$ cat config.mk
export PLATFORM = sky130hd
export DESIGN_NAME = mon_top
export DESIGN_NICKNAME = d
export VERILOG_FILES = /design/src/hdl/mon_ram.v /design/src/hdl/mon_seq.v /design/src/hdl/mon_top.v
export VERILOG_INCLUDE_DIRS = /design/src /design/src/hdl
export SDC_FILE = /design/constraint.sdc
export NUM_CORES = 1
export LEC_CHECK = 0
export BUFFER_PORTS_ARGS = -buffer_cell sky130_fd_sc_hd__buf_4
export CORE_MARGIN = 5
export CORE_UTILIZATION = 40
export CTS_BUF_LIST = sky130_fd_sc_hd__clkbuf_8
export DETAILED_ROUTE_END_ITERATION = 8
export SLEW_MARGIN = 20
export SYNTH_ARGS = -nofsm -noshare
export SYNTH_HDL_FRONTEND = slang
export SYNTH_SLANG_ARGS = --single-unit
$ cat constraint.sdc
create_clock -name clk -period 6.8 [get_ports clk]
set_input_delay 0.34 -clock clk [delete_from_list [all_inputs] [get_ports clk]]
set_output_delay 0.34 -clock clk [all_outputs]
set_load 0.005 [all_outputs]
$ cat src/hdl/mon_defines.vh
// Constants of the monitor's register map, control fields and result formats
// Behaviour
// RL1: Control bit 7 selects Celsius or Kelvin
// RL2: Control bit 6 selects repeated or single acquisition
// RL3: Group field picks internal, pair one, two, all
// RL4: Combination field picks the measured input set
// RL5: Control resets to zero: internal, repeated, Celsius
// RL6: Busy reads one throughout repeated acquisition
// RL7: Voltage upper byte: fresh, sign, D13..D8
// RL8: Lower byte carries D7..D0 in order
// RL9: Temperature upper byte: fresh, short, open, D12..D8
// RL10: New result sets the register's fresh flag
// RL11: Host read addressing clears the fresh flag
// RL12: Remote diode: low in1 raises short flag
// RL13: Remote diode: excessive in1 raises open flag
// RL14: Internal temperature never reports short or open
// RL15: Voltage sign plus 14 bits; supply minus 2.5V
// RL16: Temperature 13 bits, Celsius signed, Kelvin unsigned
// RL17: Busy high while single conversion runs
// RL18: Any write to trigger starts a conversion
// RL19: Reserved control bit 5 stored without effect
`ifndef MON_DEFINES_VH
`define MON_DEFINES_VH

// ----------------------------------------------------------------------------
// Register pointer values
// ----------------------------------------------------------------------------
`define MON_REG_STATUS   4'h0
`define MON_REG_CTRL     4'h1
`define MON_REG_TRIG     4'h2
`define MON_REG_UNUSED   4'h3
`define MON_CTRL_RESET   8'h00

// ----------------------------------------------------------------------------
// Control field positions
// ----------------------------------------------------------------------------
`define MON_CTRL_KELVIN  7
`define MON_CTRL_SINGLE  6
`define MON_CTRL_RSVD    5
`define MON_GRP_HI       4
`define MON_GRP_LO       3
`define MON_COMB_HI      2
`define MON_COMB_LO      0

// ----------------------------------------------------------------------------
// Serial addresses (upper five bits of own address, global sync address)
// ----------------------------------------------------------------------------
`define MON_ADDR_BASE    5'h13
`define MON_ADDR_SYNC    7'h77

// ----------------------------------------------------------------------------
// Result formats
// ----------------------------------------------------------------------------
`define MON_KELVIN_OFS   16'h1112
`define MON_VCC_OFS      16'h2000
`define MON_SLOTS        6

// ----------------------------------------------------------------------------
// Measurement selection codes
// ----------------------------------------------------------------------------
`define MON_SEL_ITEMP    4'h0
`define MON_SEL_IN1      4'h1
`define MON_SEL_IN2      4'h2
`define MON_SEL_DIFF12   4'h3
`define MON_SEL_DIODE_A  4'h4
`define MON_SEL_IN3      4'h5
`define MON_SEL_IN4      4'h6
`define MON_SEL_DIFF34   4'h7
`define MON_SEL_DIODE_B  4'h8
`define MON_SEL_VCC      4'h9

`endif

$ cat src/hdl/mon_ram.v
// Result storage with registered read data
`timescale 1ns/100ps
module mon_ram #(
  parameter W  = 15,
  parameter D  = 6,
  parameter AW = 3
) (
  input  wire          clk,    // System clock
  input  wire          we,     // Write strobe
  input  wire [AW-1:0] waddr,  // Write slot
  input  wire [W-1:0]  wdata,  // Write data
  input  wire [AW-1:0] raddr,  // Read slot
  output reg  [W-1:0]  rdata   // Registered read data
);

  reg [W-1:0] mem [0:D-1];

  always @(posedge clk) begin
    if (we) begin
      mem[waddr] <= wdata;
    end
    rdata <= mem[raddr];
  end

endmodule

$ cat src/hdl/mon_seq.v
// Acquisition sequencer: walks the enabled measurement slots
`timescale 1ns/100ps
`include "mon_defines.vh"
module mon_seq (
  input  wire       clk,        // System clock
  input  wire       resetn,     // Asynchronous reset, active low
  input  wire [7:0] ctrl,       // Measurement control byte
  input  wire       trig,       // Trigger pulse
  input  wire       done,       // Measurement finished pulse
  output reg        start_r,    // Measurement start pulse
  output reg  [3:0] sel_r,      // Current measurement selection
  output reg  [2:0] slot_r,     // Current result slot
  output wire       busy        // Conversion in progress
);

  localparam [1:0] S_IDLE = 2'b01;
  localparam [1:0] S_WAIT = 2'b10;

  reg [1:0] state_r;

  // Pair kinds: 0 single-ended, 1 differential, 2 remote diode
  function [1:0] pair1_kind;
    input [2:0] c;
    begin
      case (c)                                             // RL4
        3'h0, 3'h7:       pair1_kind = 2'h0;
        3'h3, 3'h4, 3'h5: pair1_kind = 2'h2;
        default:          pair1_kind = 2'h1;
      endcase
    end
  endfunction

  function [1:0] pair2_kind;
    input [2:0] c;
    begin
      case (c)                                             // RL4
        3'h2, 3'h3, 3'h7: pair2_kind = 2'h0;
        3'h0, 3'h1, 3'h5: pair2_kind = 2'h2;
        default:          pair2_kind = 2'h1;
      endcase
    end
  endfunction

  function [5:0] slot_mask;
    input [7:0] c;
    reg [1:0] g;
    begin
      g = c[`MON_GRP_HI:`MON_GRP_LO];
      slot_mask[0] = (g == 2'h0) | (g == 2'h3);            // RL3
      slot_mask[1] = g[0];
      slot_mask[2] = g[0] & (pair1_kind(c[2:0]) == 2'h0);
      slot_mask[3] = g[1];
      slot_mask[4] = g[1] & (pair2_kind(c[2:0]) == 2'h0);
      slot_mask[5] = (g == 2'h3);
    end
  endfunction

  function [3:0] slot_sel;
    input [7:0] c;
    input [2:0] s;
    reg [1:0] k1;
    reg [1:0] k2;
    begin
      k1 = pair1_kind(c[2:0]);
      k2 = pair2_kind(c[2:0]);
      case (s)
        3'h1:    slot_sel = (k1 == 2'h0) ? `MON_SEL_IN1 :
                            (k1 == 2'h2) ? `MON_SEL_DIODE_A : `MON_SEL_DIFF12;
        3'h2:    slot_sel = `MON_SEL_IN2;
        3'h3:    slot_sel = (k2 == 2'h0) ? `MON_SEL_IN3 :
                            (k2 == 2'h2) ? `MON_SEL_DIODE_B : `MON_SEL_DIFF34;
        3'h4:    slot_sel = `MON_SEL_IN4;
        3'h5:    slot_sel = `MON_SEL_VCC;
        default: slot_sel = `MON_SEL_ITEMP;
      endcase
    end
  endfunction

  // Lowest enabled slot at or above lo; 7 when none remains
  function [2:0] next_slot;
    input [5:0] m;
    input [3:0] lo;
    integer i;
    begin
      next_slot = 3'h7;
      for (i = 5; i >= 0; i = i - 1) begin
        if (m[i] && (i >= lo)) begin
          next_slot = i[2:0];
        end
      end
    end
  endfunction

  wire [5:0] mask  = slot_mask(ctrl);
  wire [2:0] first = next_slot(mask, 4'h0);
  wire [2:0] after = next_slot(mask, {1'b0, slot_r} + 4'h1);

  assign busy = state_r[1];                                // RL6 RL17

  always @(posedge clk or negedge resetn) begin
    if (!resetn) begin
      state_r <= S_IDLE;
      start_r <= 1'b0;
      sel_r   <= `MON_SEL_ITEMP;
      slot_r  <= 3'h0;
    end else begin
      start_r <= 1'b0;
      case (state_r)
        S_IDLE: begin
          if (trig) begin                                  // RL18
            state_r <= S_WAIT;
            start_r <= 1'b1;
            slot_r  <= first;
            sel_r   <= slot_sel(ctrl, first);
          end
        end
        S_WAIT: begin
          if (trig) begin                                  // RL18
            start_r <= 1'b1;
            slot_r  <= first;
            sel_r   <= slot_sel(ctrl, first);
          end else if (done) begin
            if (after != 3'h7) begin
              start_r <= 1'b1;
              slot_r  <= after;
              sel_r   <= slot_sel(ctrl, after);
            end else if (!ctrl[`MON_CTRL_SINGLE]) begin   // RL2
              start_r <= 1'b1;
              slot_r  <= first;
              sel_r   <= slot_sel(ctrl, first);
            end else begin
              state_r <= S_IDLE;
            end
          end
        end
        default: state_r <= S_IDLE;
      endcase
    end
  end

endmodule

$ cat src/hdl/mon_top.v
// Monitor core: serial register slave, result formatting and freshness flags
`timescale 1ns/100ps
`include "mon_defines.vh"
module mon_top #(
  parameter [4:0] ADDR_HI = `MON_ADDR_BASE
) (
  input  wire        clk,           // System clock, 20 MHz
  input  wire        resetn,        // Asynchronous reset, active low
  input  wire        scl_i,         // Serial clock pin
  input  wire        sda_i,         // Serial data pin level
  output wire        sda_o,         // Serial data drive value, always low
  output wire        sda_oe,        // Serial data pull-low enable
  input  wire [1:0]  adr_i,         // Address select pins
  output wire        meas_start,    // Measurement start pulse
  output wire [3:0]  meas_sel,      // Measurement selection
  input  wire        meas_done,     // Measurement done pulse
  input  wire [15:0] meas_code,     // Raw measurement code
  input  wire        meas_in1_low,  // in1 below valid range
  input  wire        meas_in1_high, // in1 excessive
  output wire        conv_busy      // Conversion in progress
);

  // --------------------------------------------------------------------------
  // Serial engine states and byte kinds
  // --------------------------------------------------------------------------
  localparam [4:0] ST_IDLE = 5'h01;
  localparam [4:0] ST_RX   = 5'h02;
  localparam [4:0] ST_ACK  = 5'h04;
  localparam [4:0] ST_TX   = 5'h08;
  localparam [4:0] ST_RACK = 5'h10;

  localparam [1:0] K_ADDR  = 2'h0;
  localparam [1:0] K_CMD   = 2'h1;
  localparam [1:0] K_DATA  = 2'h2;

  // --------------------------------------------------------------------------
  // Functions
  // --------------------------------------------------------------------------
  function [2:0] slot_of;
    input [3:0] p;
    begin
      slot_of = p[3:1] - 3'h2;
    end
  endfunction

  function [14:0] fmt_result;
    input [3:0]  sel;
    input [15:0] code;
    input        kel;
    input        lo;
    input        hi;
    reg   [15:0] t;
    reg   [15:0] v;
    begin
      t = kel ? code : code - `MON_KELVIN_OFS;             // RL1 RL16
      v = code - `MON_VCC_OFS;
      case (sel)
        `MON_SEL_ITEMP:   fmt_result = {2'b00, t[12:0]};  // RL14
        `MON_SEL_DIODE_A,
        `MON_SEL_DIODE_B: fmt_result = {lo, hi, t[12:0]}; // RL9 RL12 RL13
        `MON_SEL_VCC:     fmt_result = v[14:0];           // RL15
        default:          fmt_result = code[14:0];        // RL7 RL15
      endcase
    end
  endfunction

  // --------------------------------------------------------------------------
  // Pin synchronisers
  // --------------------------------------------------------------------------
  reg [2:0] scl_sync_r;
  reg [2:0] sda_sync_r;
  reg [1:0] adr_s1_r;
  reg [1:0] adr_s2_r;

  always @(posedge clk or negedge resetn) begin
    if (!resetn) begin
      scl_sync_r <= 3'h7;
      sda_sync_r <= 3'h7;
      adr_s1_r   <= 2'h0;
      adr_s2_r   <= 2'h0;
    end else begin
      scl_sync_r <= {scl_sync_r[1:0], scl_i};
      sda_sync_r <= {sda_sync_r[1:0], sda_i};
      adr_s1_r   <= adr_i;
      adr_s2_r   <= adr_s1_r;
    end
  end

  wire scl_h     = scl_sync_r[1];
  wire scl_d     = scl_sync_r[2];
  wire sda_h     = sda_sync_r[1];
  wire sda_d     = sda_sync_r[2];
  wire scl_rise  = scl_h & ~scl_d;
  wire scl_fall  = ~scl_h & scl_d;
  wire start_det = scl_h & scl_d & sda_d & ~sda_h;
  wire stop_det  = scl_h & scl_d & ~sda_d & sda_h;

  // --------------------------------------------------------------------------
  // Registers and shared signals
  // --------------------------------------------------------------------------
  reg  [4:0]  state_r;
  reg  [1:0]  kind_r;
  reg  [7:0]  shift_r;
  reg  [3:0]  bit_cnt_r;
  reg  [3:0]  ptr_r;
  reg         rw_r;
  reg         host_ack_r;
  reg         sda_oe_r;
  reg  [7:0]  ctrl_r;
  reg         trig_r;
  reg         clr_stb_r;
  reg  [2:0]  clr_slot_r;
  reg  [5:0]  fresh_r;
  reg  [5:0]  written_r;
  reg  [7:0]  rd_byte;

  wire        busy;
  wire [2:0]  seq_slot;
  wire [3:0]  seq_sel;
  wire [14:0] ram_q;
  wire [2:0]  rd_slot  = slot_of(ptr_r);
  wire        rd_upper = ~ptr_r[0] & (ptr_r[3:2] != 2'h0);
  wire [7:0]  status   = {1'b0, fresh_r, busy};

  wire addr_hit = (shift_r[7:1] == {ADDR_HI, adr_s2_r}) |
                  ((shift_r[7:1] == `MON_ADDR_SYNC) & ~shift_r[0]);

  assign sda_o     = 1'b0;
  assign sda_oe    = sda_oe_r;
  assign conv_busy = busy;

  // --------------------------------------------------------------------------
  // Acquisition sequencer and result store
  // --------------------------------------------------------------------------
  mon_seq u_seq (
    .clk     (clk),
    .resetn  (resetn),
    .ctrl    (ctrl_r),
    .trig    (trig_r),
    .done    (meas_done),
    .start_r (meas_start),
    .sel_r   (seq_sel),
    .slot_r  (seq_slot),
    .busy    (busy)
  );

  assign meas_sel = seq_sel;

  mon_ram #(
    .W  (15),
    .D  (`MON_SLOTS),
    .AW (3)
  ) u_ram (
    .clk   (clk),
    .we    (meas_done),
    .waddr (seq_slot),
    .wdata (fmt_result(seq_sel, meas_code, ctrl_r[`MON_CTRL_KELVIN],
                       meas_in1_low, meas_in1_high)),
    .raddr (rd_slot),
    .rdata (ram_q)
  );

  // --------------------------------------------------------------------------
  // Read data selection
  // --------------------------------------------------------------------------
  always @* begin
    case (ptr_r)
      `MON_REG_STATUS,
      `MON_REG_TRIG:   rd_byte = status;
      `MON_REG_CTRL:   rd_byte = ctrl_r;
      `MON_REG_UNUSED: rd_byte = 8'h00;
      default: begin
        if (!written_r[rd_slot]) begin
          rd_byte = {fresh_r[rd_slot], 7'h00};
        end else if (rd_upper) begin
          rd_byte = {fresh_r[rd_slot], ram_q[14:8]};       // RL7 RL9
        end else begin
          rd_byte = ram_q[7:0];                            // RL8
        end
      end
    endcase
  end

  // --------------------------------------------------------------------------
  // Freshness flags: a new result wins over a clear in the same cycle
  // --------------------------------------------------------------------------
  wire [5:0] set_mask = meas_done ? (6'h01 << seq_slot) : 6'h00;
  wire [5:0] clr_mask = clr_stb_r ? (6'h01 << clr_slot_r) : 6'h00;

  always @(posedge clk or negedge resetn) begin
    if (!resetn) begin
      fresh_r   <= 6'h00;
      written_r <= 6'h00;
    end else begin
      fresh_r   <= (fresh_r & ~clr_mask) | set_mask;     // RL10 RL11
      written_r <= written_r | set_mask;
    end
  end

  // --------------------------------------------------------------------------
  // Serial slave engine
  // --------------------------------------------------------------------------
  always @(posedge clk or negedge resetn) begin
    if (!resetn) begin
      state_r    <= ST_IDLE;
      kind_r     <= K_ADDR;
      shift_r    <= 8'h00;
      bit_cnt_r  <= 4'h0;
      ptr_r      <= 4'h0;
      rw_r       <= 1'b0;
      host_ack_r <= 1'b0;
      sda_oe_r   <= 1'b0;
      ctrl_r     <= `MON_CTRL_RESET;                       // RL5
      trig_r     <= 1'b0;
      clr_stb_r  <= 1'b0;
      clr_slot_r <= 3'h0;
    end else begin
      trig_r    <= 1'b0;
      clr_stb_r <= 1'b0;
      if (start_det) begin
        state_r   <= ST_RX;
        kind_r    <= K_ADDR;
        bit_cnt_r <= 4'h0;
        sda_oe_r  <= 1'b0;
      end else if (stop_det) begin
        state_r  <= ST_IDLE;
        sda_oe_r <= 1'b0;
      end else begin
        case (state_r)
          ST_RX: begin
            if (scl_rise) begin
              shift_r   <= {shift_r[6:0], sda_h};
              bit_cnt_r <= bit_cnt_r + 4'h1;
            end else if (scl_fall && (bit_cnt_r == 4'h8)) begin
              bit_cnt_r <= 4'h0;
              if ((kind_r != K_ADDR) || addr_hit) begin
                state_r  <= ST_ACK;
                sda_oe_r <= 1'b1;
              end else begin
                state_r <= ST_IDLE;
              end
              case (kind_r)
                K_ADDR: rw_r <= shift_r[0];
                K_CMD:  ptr_r <= shift_r[3:0];
                default: begin
                  if (ptr_r == `MON_REG_CTRL) begin
                    ctrl_r <= shift_r;                     // RL19
                  end
                  if (ptr_r == `MON_REG_TRIG) begin
                    trig_r <= 1'b1;                        // RL18
                  end
                  ptr_r <= ptr_r + 4'h1;
                end
              endcase
            end
          end
          ST_ACK: begin
            if (scl_fall) begin
              if ((kind_r == K_ADDR) && rw_r) begin
                state_r    <= ST_TX;
                shift_r    <= rd_byte;
                sda_oe_r   <= ~rd_byte[7];
                ptr_r      <= ptr_r + 4'h1;
                clr_stb_r  <= rd_upper;                    // RL11
                clr_slot_r <= rd_slot;
              end else begin
                state_r  <= ST_RX;
                sda_oe_r <= 1'b0;
                kind_r   <= (kind_r == K_ADDR) ? K_CMD : K_DATA;
              end
            end
          end
          ST_TX: begin
            if (scl_fall) begin
              bit_cnt_r <= bit_cnt_r + 4'h1;
              if (bit_cnt_r == 4'h7) begin
                state_r  <= ST_RACK;
                sda_oe_r <= 1'b0;
              end else begin
                shift_r  <= {shift_r[6:0], 1'b0};
                sda_oe_r <= ~shift_r[6];
              end
            end
          end
          ST_RACK: begin
            if (scl_rise) begin
              host_ack_r <= ~sda_h;
            end else if (scl_fall) begin
              if (host_ack_r) begin
                state_r    <= ST_TX;
                bit_cnt_r  <= 4'h0;
                shift_r    <= rd_byte;
                sda_oe_r   <= ~rd_byte[7];
                ptr_r      <= ptr_r + 4'h1;
                clr_stb_r  <= rd_upper;                    // RL11
                clr_slot_r <= rd_slot;
              end else begin
                state_r <= ST_IDLE;
              end
            end
          end
          default: state_r <= ST_IDLE;
        endcase
      end
    end
  end

endmodule

== Word level (Yosys, flattened, before mapping) ==
Memory sizes are Yosys's and may differ from the RTL's. A register that Yosys moved wholly into a read port is not among the register bits.
Index checks and enable logic that the tools add are counted.
Storage, ports and cells
  flip-flop bits (word level): 71
  latch bits: 0
  RAM bits: 90
  memory bits (read-only): 0
  bits of input ports: 25
  output and inout bits: 8
  memories kept: 1
Operators by class
  add/sub/neg operators: 6
  multiply operators: 0
  divide/modulo/power cells: 0
  $lt $le $gt $ge: 7
  equality and inequality tests: 77
  shift operators: 2
  muxes and demuxes: 175
  bitwise gates (word level): 29
  reduce and logical (&&, ||, !) cells: 53
Memories
  u_ram.mem: depth 6, width 15, read ports 1, clocked after memory_dff 1, write ports 1, line mon_ram.v:16  | reg [W-1:0] mem [0:D-1];
Operators with widths (count)
  $mux W4: 34
  $mux W8: 10
  $pmux W4 S5: 4
  $mux W2: 39
  $mux W3: 23
  $mux W5: 9
  $pmux W15 S3: 1
  $ne A4 B4 Y1 const B: 10
  $ne A2 B2 Y1 const B: 18
  $mux W1: 35
  $pmux W8 S4: 1
  $logic_not A2 Y1: 12
  $pmux W4 S3: 2
  $pmux W8 S3: 1
  $reduce_and A11 Y1: 2
  $eq A3 B3 Y1 const B: 7
  $reduce_and A7 Y1: 3
  $eq A2 B2 Y1 const B: 10
  $pmux W5 S4: 1
  $eq A3 B2 Y1 const B: 6
  $ne A3 B3 Y1 const B: 6
  $pmux W4 S2: 2
  $sub A15 B14 Y15 const B: 1
  $mux W13: 1
  49 further kinds: 111

== Depth between registers and ports, before layout ==
Gate-level depths: netlist (run 1).
  word-level depth: 25
  gate-level depth with buffers: 12

== Hierarchy ==
A second synthesis (run 1) with hierarchy kept.
Unflattened totals
  cells, all modules: 773
  area total of the unflattened synthesis: 8977.4 um2
By module, submodules not included
  mon_top: times used 1, cells an instance 431, area an instance 3895.0 um2, seq. area each 1535.2 um2
  mon_ram: times used 1, cells an instance 201, area an instance 3858.7 um2, seq. area each 3002.9 um2
  mon_seq: times used 1, cells an instance 141, area an instance 1223.7 um2, seq. area each 251.5 um2

== Worst setup path after synthesis (run 1) ==
No wires, ideal clock.
  path type: reg2reg
  from: register ptr_r[1]
  to: register shift_r[1]
  library setup time: 0.083 ns
  arrival: 2.950 ns
  required time: 6.717 ns
  setup slack: 3.767 ns
  cell stages (with the launch flop): 13
  period minus slack after synthesis: 3.033 ns
  cells stage by stage: dfrtp_1 buf_2 buf_2 buf_1 inv_1 ha_1 or2_2 clkbuf_1 o31a_1 or2_0 o21ai_0 o21ai_0 o21ai_0
Between the ends
  longest elaborated chain between the ends: 9
  elaborated cells on any way between the ends: 16
  classes of those cells: add/sub (1); eq/ne (3); mux (10); reduce/logical (2)
Ends and longest elaborated chain
  from (decl): line mon_top.v:105  | reg [3:0] ptr_r;
  from (signal assigned): line mon_top.v:244  | K_CMD: ptr_r <= shift_r[3:0];
  from (signal assigned): line mon_top.v:252  | ptr_r <= ptr_r + 4'h1;
  from (signal assigned): line mon_top.v:263  | ptr_r <= ptr_r + 4'h1;
  $sub A3 B2 Y3: line mon_top.v:42  | slot_of = p[3:1] - 3'h2;
  $bmux W1 S3: line mon_top.v:173  | if (!written_r[rd_slot]) begin
  $mux W1 (implied by the code): line mon_top.v:173
  $mux W8: line mon_top.v:173
  $pmux W8 S3 (*): line mon_top.v:167  | case (ptr_r)
  $mux W8: line mon_top.v:289  | if (host_ack_r) begin
  $mux W8: line mon_top.v:288  | end else if (scl_fall) begin
  $mux W8: line mon_top.v:286  | if (scl_rise) begin
  $pmux W8 S4 (*): line mon_top.v:229  | case (state_r)
  to (signal assigned): line mon_top.v:232  | shift_r <= {shift_r[6:0], sda_h};
  to (signal assigned): line mon_top.v:280  | shift_r <= {shift_r[6:0], 1'b0};
  to (signal assigned): line mon_top.v:292  | shift_r <= rd_byte;
  to (decl): line mon_top.v:103  | reg [7:0] shift_r;
Mark *: on every way between the ends. The rest lies on a longest branch, timed or not. The select of a mux whose other input is x is not followed.
A chain may end at the register's enable or synchronous reset.

== Worst setup path after layout (run 1) ==
  from: register ptr_r[2]
  to: register shift_r[0]
Between the ends
  longest elaborated chain between the ends: 9
  elaborated cells on any way between the ends: 19
  classes of those cells: add/sub (1); eq/ne (3); mux (11); bitwise (1); reduce/logical (3)
Ends and longest elaborated chain
  $sub A3 B2 Y3 (*): line mon_top.v:42
  named net rd_slot[1]: line mon_top.v:121  | wire [2:0] rd_slot = slot_of(ptr_r);
  $bmux W1 S3 (*): line mon_top.v:173
  $mux W1 (implied by the code) (*): line mon_top.v:173
  $mux W8 (*): line mon_top.v:173
  $pmux W8 S3 (*): line mon_top.v:167
  $mux W8: line mon_top.v:289
  $mux W8: line mon_top.v:288
  $mux W8: line mon_top.v:286
  $pmux W8 S4 (*): line mon_top.v:229
Mark *: on every way through the listed nets, which the timed path passes. The rest lies on a longest branch. The select of a mux whose other input is x is not followed.

==> results.json, run 1 <==
{
  "drv.max_cap_violation_count": 0,
  "end_kind": "register",
  "ys_async_sr_fraction_pct": 40.3,
  "fillCellCount": 1883,
  "cts_made_buffers": 17,
  "pwr_density_cell_mw_per_mm2": 202,
  "clockRootBuffer": "clkbuf_8",
  "crit-reg2reg-launch": "ptr_r[2]",
  "drtPass1Iterations": 5,
  "antennaDiodeCount": 0,
  "vias": 5880,
  "synthCells": 730,
  "global_router_s_overall_resource_usage_pct": 16.2,
  "clock_skew_ns": 0.0158,
  "gr-total-overflow": 0,
  "internal_power_mw": 1.44,
  "critical_path.reg2reg.endpoint": "shift_r[0]",
  "chipHeight_um": 156,
  "floorplan.die_area_mm2": 0.0244,
  "mappedNetlistNets": 779,
  "dominantRegCellSynth": "edfxtp_1",
  "synth-warning-count": 0,
  "antenna_violating_nets_post_route": 0,
  "post_synth_instance_area_mm2": 0.00855,
  "synth_area_per_cell_um2": 11.7,
  "power.static_leakage_nw": 3.49,
  "cts_buffer_depth": 2,
  "p_comb_share_pct": 3.4,
  "min_period_over_period_pct": 46.2,
  "rsz0062_at_grt": "false",
  "reg2reg_depth": 8,
  "finalWeightedCongestion": 0.860,
  "ctsHtreeMaxLevel": 4,
  "clock.fmax_mhz": 318,
  "worst_slew_margin_rel_pct": 29.3,
  "clock_transition_at_the_registers_of_the_reported_paths_ns": 0.10,
  "critical_path_type": "reg2reg",
  "layout.nets": 803,
  "syn_to_final_growth_pct": 11.1,
  "detail_route.drc_violations": 0,
  "min_period_ns": 3.14,
  "worstMarginPinSlew_ns": 1.06,
  "run_status": "finished clean",
  "ioPinCount": 33,
  "cp_data_required_time_ns": 7.15,
  "power.switching_fraction_pct": 24.9,
  "die_w_um": 156,
  "drive_gt1_share_pct": 15.9,
  "post_drt_wl_per_cell_um": 18.8,
  "vias_per_cell": 5.64,
  "grt_start_max_net_pins": 72,
  "num_rows": 53,
  "critical_path_arrival_ns": 3.50,
  "first_global_vias": 5828,
  "vdd_ir_drop_max_v": 0.000148,
  "most_used_cells_in_the_layout_excluding_fill_and_tap_cells": "edfxtp_1, nand2_1, dfrtp_1, o21ai_0, nor2_1",
  "initial_core_util_pct": 40.7,
  "power_mw": 1.91,
  "most_common_cell_after_layout_fill_and_taps_aside": "edfxtp_1",
  "multi_input_gate_area_in_the_final_layout_mm2": 0.00359,
  "critPathLaunch": "ptr_r[2]",
  "clock_sink_count": 176,
  "initial_antenna_violation_count": 0,
  "timing.reg2reg.setup_slack_ns": 3.66,
  "cp_max_fo": 34,
  "area.sequential_mm2": 0.00479,
  "synthDistinctLibCells": 76,
  "fin_hold_ws_ns": 0.00722,
  "port_buffers": 30,
  "setup_viols_final": 0,
  "drt_iter0_markers": 468,
  "grt_first_pass_wirelength_um": 31200,
  "seqPwrFrac_pct": 59.6,
  "total_switching_power_mw": 0.477,
  "postSynthRegisterBits": 176,
  "clk-insertion-delay-late_ns": 0.46,
  "pwr-share-clk_pct": 37.0,
  "postRouteWirelength_um": 19600,
  "dp_hpwl_um": 13100,
  "finalSetupTns_ns": 0,
  "floorplan.core_area_mm2": 0.0210,
  "final-max-slew-violation-count": 0,
  "start_kind": "register",
  "min-delay-path-class": "in2async",
  "synth.yosys.seq_area_share_pct": 56.0,
  "post_cts_setup_driven_buffer_insertion_count": 0,
  "synth_edf_count": 90,
  "final_hold_viol_count": 0,
  "tritoncts": "done"
}
## cell families after synthesis
kind of cell	Yosys count	synth area share, %
AND/OR/NAND/NOR	221	12.8
flip-flops	176	56.0
buffers and inverters	56	2.72
XOR/XNOR	14	1.43
multiplexers	62	9.95
AO/OA/AOI/OAI	176	13.5
other	1	0.0438
adder cells (fa/ha/maj)	24	3.51
## worst max path at each step
stage,endpoint,slack [ns],depth (start not counted)
after floorplan,shift_r[1],3.77,12
after global placement,u_seq.slot_r[1],3.50,8
after detailed placement,u_seq.slot_r[1],3.40,8
after CTS,u_seq.slot_r[1],3.38,8
after global routing,shift_r[0],3.38,8
final,shift_r[0],3.66,8
## state kept, by name (all words and copies together) (netlist names), 2 cells and up
register / cells
u_seq.slot_r: 3
shift_r: 8
kind_r: 2
ptr_r: 4
state_r: 5
ctrl_r: 8
adr_s1_r: 2
scl_sync_r: 3
written_r: 6
clr_slot_r: 3
bit_cnt_r: 4
fresh_r: 6
u_seq.state_r: 2
u_ram.mem: 90
sda_sync_r: 3
adr_s2_r: 2
u_ram.rdata: 15
u_seq.sel_r: 4
## power groups by stage
stage	Combinational [mW]	Clock [mW]	Sequential, mW
2_1_floorplan	0.0326	0	1.16
3_3_place_gp	0.0611	0	1.16
3_5_place_dp	0.0642	0	1.16
4_1_cts	0.0662	0.722	1.14
5_1_grt	0.0743	0.766	1.14
6_report	0.0656	0.709	1.14
## final cells by class
class | count | area share [%]
Clock inverter | 14 | 1.54
Tap cell | 275 | 3.62
Clock buffer | 18 | 2.61
Multi-Input combinational cell | 498 | 37.8
Inverter | 23 | 0.909
Sequential cell | 176 | 50.4
Timing Repair Buffer | 38 | 3.11
## worst max-delay path, cell delays in order, from the launching register on
cell and delay (ns):
dfrtp_1 0.33, buf_4 0.33, inv_1 0.11, ha_1 0.99, nor2b_1 0.17, a22oi_1 0.26, or2_0 0.30, o21ai_0 0.19
a221o_1 0.34
## stage by stage
step / utilization, % / setup WS, ns / instance area, um2 / cells
floorplan: - / 3.77 / 8550 / 730
global placement: 43.1 / 3.50 / 9060 / 1006
detailed placement: 43.1 / 3.40 / 9060 / 1006
CTS: 45.1 / 3.38 / 9490 / 1042
global route: 45.2 / 3.38 / 9500 / 1042
finish: 45.2 / 3.66 / 9500 / 1042
## synthesized netlist by cell type, types with 7 or more instances
library cell  count  area share, %
nand2b_1         10           0.73
buf_2             9           0.53
mux2_2           13            1.7
nand2_1          68            3.0
clkbuf_1         19           0.83
a22o_1           11            1.1
xor2_1            7           0.72
dfrtp_1          63             18
nand3_1          21            1.2
mux4_2           17            4.5
nor2b_1          15            1.1
xnor2_1           7           0.72
ha_1             24            3.5
inv_1            23            1.0
nor2_1           43            1.9
a21oi_1          23            1.3
nor3_1           23            1.3
dfstp_2           8            2.5
o21ai_0          61            3.6
edfxtp_1         90             32
o211ai_1         10           0.88
a21o_1            8           0.70
dfxtp_1          15            3.5
mux2i_1          31            3.6
a31oi_1           8           0.59
## metal layers
layer,track usage (%),routed length (um),part of all wire [%]
met3,3.51,999,5.1
met1,22.3,8910,46
met4,3.31,150,0.77
met5,0,0,0
met2,26.8,9490,49
## timing repair
action,in CTS,in global routing
gates resized for setup,0,0
hold buffers,4,0
endpoints found under the hold margin,4,0
Note: power is estimated with default switching activity, not from simulation.
==> run 2, diff against run 1 <==
- clock period: 6.8 -> 2.8 ns (I/O delays scaled with it)
==> run 2 against run 1 <==
  * Clock-buffer cell count down 1
  * Combinational power rose to 2.5 times the previous value
  * Clock power up 140%
  * Total power up 140%
  * Worst hold slack better by 0.060 ns
  * Register-to-register slack worse by 3.4 ns
  * Fmax up 21%
  * Non-clock buffer count up 26
  * Die area unchanged
  * Core utilization up 0.76 points
  * Critical endpoint is now clr_slot_r[1]
==> results.json, run 2 (synthesized netlist as in run 1, its figures left out) <==
{
  "run_status": "finished clean",
  "vias_per_cell": 5.56,
  "number_of_flip_flops_under_the_largest_register_name": 90,
  "clock_sink_count": 176,
  "cp_data_required_time_ns": 3.14,
  "drive_gt1_share_pct": 18.0,
  "initial_core_util_pct": 40.7,
  "chipHeight_um": 156,
  "worstMarginPinSlew_ns": 0.898,
  "clock.fmax_mhz": 386,
  "seqPwrFrac_pct": 59.3,
  "grt_first_pass_wirelength_um": 33000,
  "cts_made_buffers": 17,
  "finalWeightedCongestion": 0.881,
  "cp_max_fo": 21,
  "drtPass1Iterations": 6,
  "post_cts_setup_driven_buffer_insertion_count": 0,
  "cts_buffer_depth": 2,
  "layout.nets": 829,
  "min-delay-path-class": "in2reg",
  "first_global_vias": 6109,
  "final-max-slew-violation-count": 0,
  "pwr-share-clk_pct": 37.1,
  "worst_slew_margin_rel_pct": 40.2,
  "vdd_ir_drop_max_v": 0.000364,
  "grt_start_max_net_pins": 72,
  "antennaDiodeCount": 0,
  "largest_register": "u_ram.mem",
  "most_used_cells_in_the_layout_excluding_fill_and_tap_cells": "edfxtp_1, nand2_1, dfrtp_1, o21ai_0, buf_4",
  "finalSetupTns_ns": 0,
  "end_kind": "register",
  "internal_power_mw": 3.49,
  "post-route-util_pct": 45.9,
  "clock_skew_ns": 0.0147,
  "floorplan.die_area_mm2": 0.0244,
  "layoutNonFillerInstCount": 1068,
  "antenna_violating_nets_post_route": 0,
  "most_common_cell_after_layout_fill_and_taps_aside": "edfxtp_1",
  "critical_path_arrival_ns": 2.94,
  "clockRootBuffer": "clkbuf_8",
  "total_switching_power_mw": 1.18,
  "min_period_ns": 2.59,
  "clock_transition_at_the_registers_of_the_reported_paths_ns": 0.10,
  "start_kind": "register",
  "tritoncts": "done",
  "drt_iter0_markers": 351,
  "clk-insertion-delay-late_ns": 0.47,
  "dp_hpwl_um": 13800,
  "port_buffers": 30,
  "detail_route.drc_violations": 0,
  "final_hold_viol_count": 0,
  "rsz0062_at_grt": "false",
  "ctsHtreeMaxLevel": 4,
  "global_router_s_overall_resource_usage_pct": 17.1,
  "syn_to_final_growth_pct": 12.9,
  "power.static_leakage_nw": 3.62,
  "drv.max_cap_violation_count": 0,
  "min_period_over_period_pct": 92.6,
  "post_drt_wl_per_cell_um": 18.7,
  "num_rows": 53,
  "power.switching_fraction_pct": 25.3,
  "placed_cells_incl_taps": 1029,
  "pwr_density_cell_mw_per_mm2": 483,
  "floorplan.core_area_mm2": 0.0210,
  "gr-total-overflow": 0,
  "largest_registers": "u_ram.mem x90, u_ram.rdata x15",
  "p_comb_share_pct": 3.6,
  "ioPinCount": 33,
  "critical_path_type": "reg2reg",
  "die_w_um": 156,
  "vias": 5937,
  "postRouteWirelength_um": 19900,
  "initial_antenna_violation_count": 0,
  "setup_viols_final": 0,
  "cts.repair.resized": 0
}
run 2: what timing repair did:
item	CTS	global route
hold endpoints to repair	77	0
setup endpoints to repair	0	0
hold buffers	7	0
run 2: worst max-delay path, cell delays in order (launching register included):
cell and delay [ns]:
dfrtp_1 0.48, nor2_1 0.24, nand3_2 0.20, o21a_1 0.23
or4b_4 0.67, nor2_2 0.28, mux2_1 0.35
run 2: power groups by stage:
stage | clock network, mW | registers [mW] | logic, mW
6_report | 1.73 | 2.77 | 0.167
5_1_grt | 1.90 | 2.77 | 0.191
4_1_cts | 1.78 | 2.77 | 0.169
3_5_place_dp | 0 | 2.82 | 0.160
3_3_place_gp | 0 | 2.82 | 0.152
2_1_floorplan | 0 | 2.82 | 0.0793
run 2: per-layer routing:
layer / vias up / wire length (um) / global-route usage [%]
li1: 2818 / - / -
met1: 2965 / 9210 / 23.7
met2: 137 / 9630 / 27.8
met3: 17 / 872 / 3.68
met4: 0 / 216 / 4.05
met5: - / 0 / 0
run 2: per-stage QoR:
stage / total power, mW / worst slack (ns) / hold WS [ns] / area, um2
3_3_place_gp: 2.98 / 0.276 / 0.251 / 9200
4_1_cts: 4.72 / 0.226 / 0.0442 / 9660
6_report: 4.67 / 0.208 / 0.0670 / 9660
3_5_place_dp: 2.98 / 0.250 / 0.253 / 9200
5_1_grt: 4.86 / 0.0146 / 0.0613 / 9660
2_1_floorplan: 2.90 / 0.0613 / -0.156 / 8560
run 2: final timing paths:
path	start	to	slack, ns	cells after the start
min reg2reg	sda_sync_r[0]	sda_sync_r[1]	0.36	0
max in group asynchronous	resetn	ptr_r[1]	1.83	2
min in group asynchronous	resetn	u_seq.start_r	0.35	2
max reg2reg	state_r[2]	clr_slot_r[1]	0.21	6
min	meas_code[12]	u_ram.mem[1][12]	0.07	2
max	state_r[2]	clr_slot_r[1]	0.21	6
run 2: area by class of cell:
type                    instances  area [um2]
well taps                     275         344
fillers                      1915       11400
multi-input cells             498        3550
flip-flops and latches        176        4790
repair buffers                 64         498
clock inverters                15         155
clock buffers                  17         234
inverters                      23        86.3
